`src/design/hsc_defs.svh`:
```
`ifndef HSC_DEFS_SVH
`define HSC_DEFS_SVH

// Register offsets on the configuration port (byte addresses)
`define HSC_OFS_CTRL        8'h74
`define HSC_OFS_IRQ_STATUS  8'h80
`define HSC_OFS_IRQ_ENABLE  8'h84
`define HSC_OFS_IRQ_CLEAR   8'h88

// Field positions of the hot-swap control and status word
`define HSC_CAP_ID_LSB      0
`define HSC_CAP_ID_MSB      7
`define HSC_NEXT_PTR_LSB    8
`define HSC_NEXT_PTR_MSB    15
`define HSC_HIDE_ARM_BIT    16
`define HSC_ENUM_MASK_BIT   17
`define HSC_PENDING_BIT     18
`define HSC_LED_BIT         19
`define HSC_PI_LSB          20
`define HSC_PI_MSB          21
`define HSC_EXT_BIT         22
`define HSC_INS_BIT         23

// Constant field values and reset values
`define HSC_CAP_ID_ON       8'h06
`define HSC_CAP_ID_OFF      8'h00
`define HSC_NEXT_PTR_VAL    8'h00
`define HSC_PI_CODE         2'h1
`define HSC_INS_RESET       1'b1
`define HSC_EXT_RESET       1'b0
`define HSC_CTRL_BIT_RESET  1'b0
`define HSC_IRQ_RESET       2'h0

// Interrupt status, enable and clear layout
`define HSC_IRQ_INS_BIT     0
`define HSC_IRQ_EXT_BIT     1

`endif

```
`src/design/hsc_pkg.sv`:
```
package hsc_pkg;

  // One-hot register select decoded from the port address
  typedef enum logic [3:0] {
    HSC_SEL_NONE     = 4'h0,
    HSC_SEL_CTRL     = 4'h1,
    HSC_SEL_IRQ_STAT = 4'h2,
    HSC_SEL_IRQ_EN   = 4'h4,
    HSC_SEL_IRQ_CLR  = 4'h8
  } hsc_sel_t;

  typedef logic [1:0] hsc_irq_t;

endpackage : hsc_pkg

```
`src/design/hsc_sticky_flag.sv`:
```
`timescale 1ns/1ps
`default_nettype none

module hsc_sticky_flag #(
  parameter logic RESET_VAL = 1'b0
) (
  input  wire logic clk,
  input  wire logic rst_n,
  input  wire logic set,
  input  wire logic clr,
  output var  logic flag
);

  logic next_flag;

  // Set wins so an event landing on a clear is never lost
  always_comb
  begin
    if (set)
      next_flag = 1'b1;
    else if (clr)
      next_flag = 1'b0;
    else
      next_flag = flag;
  end

  always_ff @(posedge clk)
  begin
    if (!rst_n)
      flag <= RESET_VAL;
    else
      flag <= next_flag;
  end

endmodule : hsc_sticky_flag

`default_nettype wire

```
`src/design/hsc_enum_drive.sv`:
```
`timescale 1ns/1ps
`default_nettype none

module hsc_enum_drive (
  input  wire logic clk,
  input  wire logic rst_n,
  input  wire logic ins_flag,
  input  wire logic ext_flag,
  input  wire logic mask,
  output logic      enum_n_o,
  output var  logic enum_n_oe
);

  logic next_drive;

  // Open drain: only ever pulls low, the host side pull-up gives the high level
  assign enum_n_o = 1'b0;

  always_comb
  begin
    next_drive = (ins_flag | ext_flag) & ~mask;
  end

  always_ff @(posedge clk)
  begin
    if (!rst_n)
      enum_n_oe <= 1'b0;
    else
      enum_n_oe <= next_drive;
  end

endmodule : hsc_enum_drive

`default_nettype wire

```
`src/design/hsc_cap_reg.sv`:
```
`timescale 1ns/1ps
`default_nettype none
`include "hsc_defs.svh"

// Notes on behaviour
// - Bits 7:0 read 06h with hot-swap strap high, 00h when low; read-only.
// - Bits 15:8 read-only zero, marking the end of the capability chain.
// - Bit 16 read-write, reset zero; one arms device hiding.
// - Bit 17 read-write, reset zero; one suppresses the enumeration request.
// - Bit 18 reads one when hiding armed or either status flag set.
// - Bit 19 read-write, reset zero; drives the board LED directly.
// - Bits 21:20 read-only, return programming interface code 01.
// - Bit 22 extraction flag, write one clears, reset zero; asserts request.
// - Bit 23 insertion flag, write one clears, reset one; asserts request.
module hsc_cap_reg
  import hsc_pkg::*;
#(
  parameter int ADDR_W = 8
) (
  input  wire logic              SYS_CLK,
  input  wire logic              RST_N,
  input  wire logic [ADDR_W-1:0] ADDR,
  input  wire logic [31:0]       WDATA,
  input  wire logic              WR,
  input  wire logic              RD,
  output var  logic [31:0]       RDATA,
  input  wire logic              HOT_SWAP_STRAP_ENABLE,
  input  wire logic              INSERTION_EVENT,
  input  wire logic              EXTRACTION_EVENT,
  output logic                   ENUM_REQ_N_O,
  output logic                   ENUM_REQ_N_OE,
  output logic                   LED_ON,
  output logic                   DEVICE_HIDE_ARMED,
  output logic                   IRQ
);

  function automatic hsc_sel_t decode(input logic [ADDR_W-1:0] a);
    hsc_sel_t s;
    s = HSC_SEL_NONE;
    if (a == ADDR_W'(`HSC_OFS_CTRL))
      s = HSC_SEL_CTRL;
    else if (a == ADDR_W'(`HSC_OFS_IRQ_STATUS))
      s = HSC_SEL_IRQ_STAT;
    else if (a == ADDR_W'(`HSC_OFS_IRQ_ENABLE))
      s = HSC_SEL_IRQ_EN;
    else if (a == ADDR_W'(`HSC_OFS_IRQ_CLEAR))
      s = HSC_SEL_IRQ_CLR;
    return s;
  endfunction : decode

  hsc_sel_t wr_sel;
  hsc_sel_t rd_sel;
  logic     ctrl_wr;

  assign wr_sel  = WR ? decode(ADDR) : HSC_SEL_NONE;
  assign rd_sel  = RD ? decode(ADDR) : HSC_SEL_NONE;
  assign ctrl_wr = (wr_sel == HSC_SEL_CTRL);

  // Strap is caught once after reset release, so a later wiggle cannot change the ID
  logic strap_seen;
  logic strap_hs;
  logic next_strap_seen;
  logic next_strap_hs;

  always_comb
  begin
    next_strap_seen = 1'b1;
    next_strap_hs   = strap_seen ? strap_hs : HOT_SWAP_STRAP_ENABLE;
  end

  always_ff @(posedge SYS_CLK)
  begin
    if (!RST_N)
    begin
      strap_seen <= 1'b0;
      strap_hs   <= 1'b0;
    end
    else
    begin
      strap_seen <= next_strap_seen;
      strap_hs   <= next_strap_hs;
    end
  end

  // Read-write control bits
  logic hide_arm;
  logic enum_mask;
  logic led;
  logic next_hide_arm;
  logic next_enum_mask;
  logic next_led;

  always_comb
  begin
    next_hide_arm  = hide_arm;
    next_enum_mask = enum_mask;
    next_led       = led;
    if (ctrl_wr)
    begin
      next_hide_arm  = WDATA[`HSC_HIDE_ARM_BIT];
      next_enum_mask = WDATA[`HSC_ENUM_MASK_BIT];
      next_led       = WDATA[`HSC_LED_BIT];
    end
  end

  always_ff @(posedge SYS_CLK)
  begin
    if (!RST_N)
    begin
      hide_arm  <= `HSC_CTRL_BIT_RESET;
      enum_mask <= `HSC_CTRL_BIT_RESET;
      led       <= `HSC_CTRL_BIT_RESET;
    end
    else
    begin
      hide_arm  <= next_hide_arm;
      enum_mask <= next_enum_mask;
      led       <= next_led;
    end
  end

  assign LED_ON            = led;
  assign DEVICE_HIDE_ARMED = hide_arm;

  // Status flags: write one clears, write zero leaves alone
  logic ins_flag;
  logic ext_flag;

  hsc_sticky_flag #(
    .RESET_VAL (`HSC_INS_RESET)
  ) u_ins_flag (
    .clk   (SYS_CLK),
    .rst_n (RST_N),
    .set   (INSERTION_EVENT),
    .clr   (ctrl_wr & WDATA[`HSC_INS_BIT]),
    .flag  (ins_flag)
  );

  hsc_sticky_flag #(
    .RESET_VAL (`HSC_EXT_RESET)
  ) u_ext_flag (
    .clk   (SYS_CLK),
    .rst_n (RST_N),
    .set   (EXTRACTION_EVENT),
    .clr   (ctrl_wr & WDATA[`HSC_EXT_BIT]),
    .flag  (ext_flag)
  );

  hsc_enum_drive u_enum (
    .clk       (SYS_CLK),
    .rst_n     (RST_N),
    .ins_flag  (ins_flag),
    .ext_flag  (ext_flag),
    .mask      (enum_mask),
    .enum_n_o  (ENUM_REQ_N_O),
    .enum_n_oe (ENUM_REQ_N_OE)
  );

  logic pending;
  assign pending = hide_arm | ins_flag | ext_flag;

  // Interrupt status, enable and clear
  hsc_irq_t irq_stat;
  hsc_irq_t irq_en;
  hsc_irq_t next_irq_stat;
  hsc_irq_t next_irq_en;
  hsc_irq_t irq_evt;
  hsc_irq_t irq_clr;

  always_comb
  begin
    irq_evt = '0;
    irq_evt[`HSC_IRQ_INS_BIT] = INSERTION_EVENT;
    irq_evt[`HSC_IRQ_EXT_BIT] = EXTRACTION_EVENT;
    irq_clr = (wr_sel == HSC_SEL_IRQ_CLR) ? WDATA[1:0] : '0;
    next_irq_stat = irq_evt | (irq_stat & ~irq_clr);
    next_irq_en   = (wr_sel == HSC_SEL_IRQ_EN) ? WDATA[1:0] : irq_en;
  end

  always_ff @(posedge SYS_CLK)
  begin
    if (!RST_N)
    begin
      irq_stat <= `HSC_IRQ_RESET;
      irq_en   <= `HSC_IRQ_RESET;
    end
    else
    begin
      irq_stat <= next_irq_stat;
      irq_en   <= next_irq_en;
    end
  end

  assign IRQ = |(irq_stat & irq_en);

  // Read data, one cycle after the strobe; unmapped and write-only read zero
  logic [31:0] ctrl_word;
  logic [31:0] next_rdata;

  always_comb
  begin
    ctrl_word = '0;
    ctrl_word[`HSC_CAP_ID_MSB:`HSC_CAP_ID_LSB]     = strap_hs ? `HSC_CAP_ID_ON
                                                               : `HSC_CAP_ID_OFF;
    ctrl_word[`HSC_NEXT_PTR_MSB:`HSC_NEXT_PTR_LSB] = `HSC_NEXT_PTR_VAL;
    ctrl_word[`HSC_HIDE_ARM_BIT]                   = hide_arm;
    ctrl_word[`HSC_ENUM_MASK_BIT]                  = enum_mask;
    ctrl_word[`HSC_PENDING_BIT]                    = pending;
    ctrl_word[`HSC_LED_BIT]                        = led;
    ctrl_word[`HSC_PI_MSB:`HSC_PI_LSB]             = `HSC_PI_CODE;
    ctrl_word[`HSC_EXT_BIT]                        = ext_flag;
    ctrl_word[`HSC_INS_BIT]                        = ins_flag;
    case (rd_sel)
      HSC_SEL_CTRL:     next_rdata = ctrl_word;
      HSC_SEL_IRQ_STAT: next_rdata = {30'h0, irq_stat};
      HSC_SEL_IRQ_EN:   next_rdata = {30'h0, irq_en};
      default:          next_rdata = '0;
    endcase
  end

  always_ff @(posedge SYS_CLK)
  begin
    if (!RST_N)
      RDATA <= '0;
    else
      RDATA <= next_rdata;
  end

  logic ctrl_rd_q;
  always_ff @(posedge SYS_CLK)
  begin
    if (!RST_N)
      ctrl_rd_q <= 1'b0;
    else
      ctrl_rd_q <= (rd_sel == HSC_SEL_CTRL);
  end
endmodule : hsc_cap_reg

`default_nettype wire

```
`config.mk`:
```
export PLATFORM = sky130hd
export DESIGN_NAME = hsc_cap_reg
export DESIGN_NICKNAME = d
export VERILOG_FILES = /design/src/design/hsc_pkg.sv /design/src/design/hsc_sticky_flag.sv /design/src/design/hsc_enum_drive.sv /design/src/design/hsc_cap_reg.sv
export VERILOG_INCLUDE_DIRS = /design/src /design/src/design
export SDC_FILE = /design/constraint.sdc
export NUM_CORES = 1
export LEC_CHECK = 0
export BUFFER_PORTS_ARGS = -buffer_cell sky130_fd_sc_hd__buf_2
export CELL_PAD_IN_SITES_DETAIL_PLACEMENT = 1
export CELL_PAD_IN_SITES_GLOBAL_PLACEMENT = 2
export CORE_ASPECT_RATIO = 1.4
export CORE_UTILIZATION = 17
export CTS_CLUSTER_DIAMETER = 120
export DETAILED_ROUTE_END_ITERATION = 10
export HOLD_SLACK_MARGIN = 0.06
export PLACE_DENSITY = 0.73
export SYNTH_ARGS = -nofsm -noshare
export SYNTH_HDL_FRONTEND = slang
export SYNTH_SLANG_ARGS = --single-unit
```
`constraint.sdc`:
```
create_clock -name SYS_CLK -period 1 [get_ports SYS_CLK]
set_clock_uncertainty 0.05 [all_clocks]
set_input_delay 0.1 -clock SYS_CLK [delete_from_list [all_inputs] [get_ports SYS_CLK]]
set_output_delay 0.1 -clock SYS_CLK [all_outputs]
set_load 0.01 [all_outputs]
```
# Word-level counts from Yosys, hierarchy flattened
# Cells that the tools add are included.
# totals
regBits	44
in_bits	47
wordCells	48
# classes
eq_ne	10
n_mux	12
bitwise	12
reduce_logical	3
# ops
operator	n
24-bit case mux with 3 select lines	1
8-bit == test (second input constant)	3
4-bit two-way mux	6
4-bit by 1-bit == test with 1-bit output (second input constant)	2
4-bit by 3-bit == test with 1-bit output (second input constant)	2
8-bit by 7-bit == test with 1-bit output (second input constant)	1
2-bit AND	2
4-bit by 2-bit == test with 1-bit output (second input constant)	1
4-bit == test (second input constant)	1
2-bit OR reduction	2
1-bit AND	3
1-bit two-way mux	3
3-bit two-way mux	1
1-bit OR	3
2-bit two-way mux	1
1-bit NOT	2
2-bit NOT	1
2-bit OR	1
2-bit nonzero test	1

# Longest topological paths before layout
# logic_depth
depth_word	11
depth_mapped	4

# Hierarchy
# A second synthesis with hierarchy kept.
# unflattened
hier_cells	103
area_unflattened_um2	1033.5
# by_module_without_submodules
mod	instances	cells_each	area_each_um2	seq_area_each_um2
hsc_cap_reg	1	92	910.9	380.4
hsc_enum_drive	1	5	47.5	20.0
hsc_sticky_flag at u_ext_flag	1	3	41.3	20.0
hsc_sticky_flag at u_ins_flag	1	3	33.8	20.0

# Worst setup path after synthesis
# No wires, ideal clock.
# synth_timing
kind	input to register
startpoint	input ADDR[6]
endpoint	register irq_en[0]
arrival_time_ns	0.792
required_time_ns	0.832
path_slack_ns	0.040
path_stages	4
cell_sequence	nor4b_4 -> nand4_2 -> nand3_1 -> o21ai_1
# synth_via
elab_chain_len	7
word_cells_on_any_way	10
cone_classes	eq/ne (5); mux (5)
# synth_rtl
item	line	rtl
from (decl)	hsc_cap_reg.sv:22	input wire logic [ADDR_W-1:0] ADDR,
8-bit == test	hsc_cap_reg.sv:46	else if (a == ADDR_W'(`HSC_OFS_IRQ_CLEAR))
4-bit two-way mux	hsc_cap_reg.sv:46	
4-bit two-way mux	hsc_cap_reg.sv:44	else if (a == ADDR_W'(`HSC_OFS_IRQ_ENABLE))
4-bit two-way mux	hsc_cap_reg.sv:42	else if (a == ADDR_W'(`HSC_OFS_IRQ_STATUS))
4-bit two-way mux (*)	hsc_cap_reg.sv:40	if (a == ADDR_W'(`HSC_OFS_CTRL))
4-bit two-way mux (*)	hsc_cap_reg.sv:55	assign wr_sel = WR ? decode(ADDR) : HSC_SEL_NONE;
4-bit by 3-bit == test with 1-bit output (*)	hsc_cap_reg.sv:177	next_irq_en = (wr_sel == HSC_SEL_IRQ_EN) ? WDATA[1:0] : irq_en;
to (signal assigned)	hsc_cap_reg.sv:185	irq_en <= `HSC_IRQ_RESET;
to (signal assigned)	hsc_cap_reg.sv:190	irq_en <= next_irq_en;
to (decl)	hsc_cap_reg.sv:164	hsc_irq_t irq_en;
# Mark *: on every way between the ends. The rest lies on a longest branch, timed or not.
# A chain may end at the register's enable or synchronous reset.

# Worst setup path in the final report
# layout_timing
startpoint	register irq_stat[1]
endpoint	output IRQ
# layout_via
elab_chain_len	2
# layout_rtl
item	line	rtl
from (decl)	hsc_cap_reg.sv:163	hsc_irq_t irq_stat;
from (signal assigned)	hsc_cap_reg.sv:184	irq_stat <= `HSC_IRQ_RESET;
from (signal assigned)	hsc_cap_reg.sv:189	irq_stat <= next_irq_stat;
2-bit AND	hsc_cap_reg.sv:194	assign IRQ = |(irq_stat & irq_en);
2-bit OR reduction	hsc_cap_reg.sv:194	
to (decl)	hsc_cap_reg.sv:34	output logic IRQ
# Every way passes these cells.

==> impl_results.md <==
* Wirelength, routed at 2360 microns
* Unrepaired setup endpoints after global routing: yes
* CP cell instances: a22o_1 -> buf_2
* Number of global-route vias before repair at 848
* Final core utilization at 24.3%
* Placed cell count at 210
* Sw power at 419 uW
* Final hold vios at 0
* DPL Wire Length at 1860 microns
* Min-Delay Path Class: in -> reg
* # DRC at 0
* Switching share of power at 21.6%
* Delay of the slowest critical-path stage at 0.33 ns
* P_int at 1520 uW
* Clock buffer depth at 2
* Flops & latches, synth at 22
* Number of library cell types mapped by synthesis at 28
* Logic pwr share at 10.7%
* Largest cells by area after synthesis: dfxtp_1 43%, buf_4 18%, and2_1 3.7%
* Fin area at 0.00137 sq mm
* Final setup fails at 1
* Final worst slack at -0.107 ns
* Outcome: finished with violations
* Post-Syn Area at 0.00101 sq mm
* Gate Count Post-Synth at 103
* Layout cells sized above 1 at 37.0%
* Fin crit share at 111%
* Detailed-route via count at 845
* Die extent in y at 93.4 microns
* Most frequent cells in the layout: 35 x buf_2, 23 x conb_1, 20 x dfxtp_1
* Diode count at 0
* Row count at 32
* Htree depth at 1
* Avg WL per Cell at 10.6 microns
* Syn avg cell area at 9.84 sq um
* Clock power frac at 42.8%
* Area Growth Syn to Fin at 35.4%
* Critical path peak fanout at 2
* Routability cong. at 0.740
* Failing checks: setup timing
* Seq/Total Area, Yosys at 43.5%
* IO buf count at 35
* TritonCTS clock tree: yes
* Peak VDD IR at 0.400 mV
* Post-route ant nets at 0
* Max-Cap Viols at 0
* Synth top area share at 43.5%
* Nets@finish at 202
* Worst Path Buf+Inv at 1
* Core Region at 0.00565 sq mm
* IO Pins at 84
* Final Slew Violations at 0
* Largest net degree at the start of global routing at 15
* Leakage at 0.000659 uW
* Antenna violations before repair at 0
* Full die area at 0.00628 sq mm
* DP Area at 0.00122 sq mm
* GRT overflow at 0
* Min Tclk post-route at 1.11 ns
* Yosys warning count at 0
* Worst-path clk slew at 0.08 ns
* CP Data Arrival Time at 0.96 ns
* Die X at 67.3 microns
* Clock Sink Count at 22
* Clk Tree Root Cell: clkbuf_8
* CP startpoint kind: flop
* DR vias/cell at 3.81
* Post-synth top area cell: dfxtp_1
* Kind of critical path: reg -> out
* Tot Pwr at 1940 uW
* Clock Latency Late Sink at 0.26 ns
* Non-Filler Instances at 222
* CTS Buf Count at 3
* Initial Util at 18.0%
* Crit-path slowest cell: dfxtp_2
* Max Freq at 903 MHz
* GR Util All Layers at 8.11%
* Crit end category: output pin
* Crit-path leading delay family: flip-flops
* Sequential share of power at 46.5%
* Most common cell after layout, fill and taps aside: buf_2
* First-pass GRT wire length at 3720 microns
* Pwr/cell area at 1410 mW/mm^2
* Drt first pass iters at 2
* DR iter-0 viols at 33
* Req. time, crit path at 0.85 ns
## metrics by stage
stage               hold WS (ns)  setup slack, ns  TNS [ns]
global placement           0.285           -0.123     -1.34
detailed placement         0.287           -0.156     -1.75
floorplan                 0.0777           0.0398         0
finish                    0.0607           -0.107    -0.107
global route              0.0717           -0.168    -0.190
CTS                       0.0629           -0.113    -0.113
## final cells by class
cell class                 count  area [sq um]
fill                         681          4270
multi-input combinational     74           455
sequential                    22           443
timing repair buffer          50           303
tap                           68          85.1
clock buffer                   3          41.3
clock inverter                 1          30.0
inverter                       4          15.0
## timing repair
item,in CTS,in global routing
endpoints found under the setup margin,1,1
hold buffers,6,0
buffers inserted,1,1
resized for setup,2,0
endpoints found under the hold margin,8,0
## cells by family after synthesis
logic type | Yosys count | share of synthesized area, %
and+or+nand+nor | 33 | 24.1
buffers and inverters | 29 | 19.8
DFF | 22 | 43.5
AOI/OAI and AO/OA | 16 | 10.4
muxes | 2 | 1.98
other | 1 | 0.370
## state kept, by name (all words and copies together) (netlist names)
signal,count
RDATA,10
irq_en,2
irq_stat,2
DEVICE_HIDE_ARMED,1
LED_ON,1
enum_mask,1
strap_hs,1
strap_seen,1
u_enum.enum_n_oe,1
u_ext_flag.flag,1
u_ins_flag.flag,1
## final timing paths
path,to,slack [ns],depth (start not counted),from
worst max-delay path,IRQ,-0.11,2,irq_stat[1]
worst min-delay path,strap_hs,0.06,3,HOT_SWAP_STRAP_ENABLE
worst max register to register,irq_stat[1],0.04,4,irq_stat[1]
worst min register to register,u_enum.enum_n_oe,0.39,1,enum_mask
## power groups by stage
stage               Sequential, uW  Clock, uW  Combinational (uW)
floorplan                      921          0                 159
global placement               922          0                 176
detailed placement             923          0                 180
CTS                            901        846                 203
global route                   903        900                 229
finish                         901        829                 208
## per-layer routing
metal  global-route usage, %  wire length (microns)
met4                    4.26                     41
met5                       0                      0
met2                    15.6                   1220
met3                   0.732                    171
met1                    8.17                    927
## cell usage after synthesis
library cell,number
mux2i_1,2
nor4b_4,1
nand2_1,7
o31a_1,1
dfxtp_1,22
inv_1,4
nand4_2,1
buf_4,24
and4b_2,1
nand3_1,6
nand3b_1,1
nand4_4,1
nand4b_1,1
a41oi_1,2
nor2b_1,1
nor2_1,1
a21oi_2,1
buf_2,1
and2_1,6
and4b_1,1
a22o_1,2
o21ai_1,2
conb_1,1
and2b_1,1
nor3b_1,2
o21ai_0,7
a21boi_0,1
nor2_4,2
## tightest hold or removal path, delay by kind of cell
kind	cells	cell delay, ns
buffers and inverters	1	0.08
muxes	1	0.05
and+or+nand+nor	1	0.11
Power figures use the tool's default switching activity.
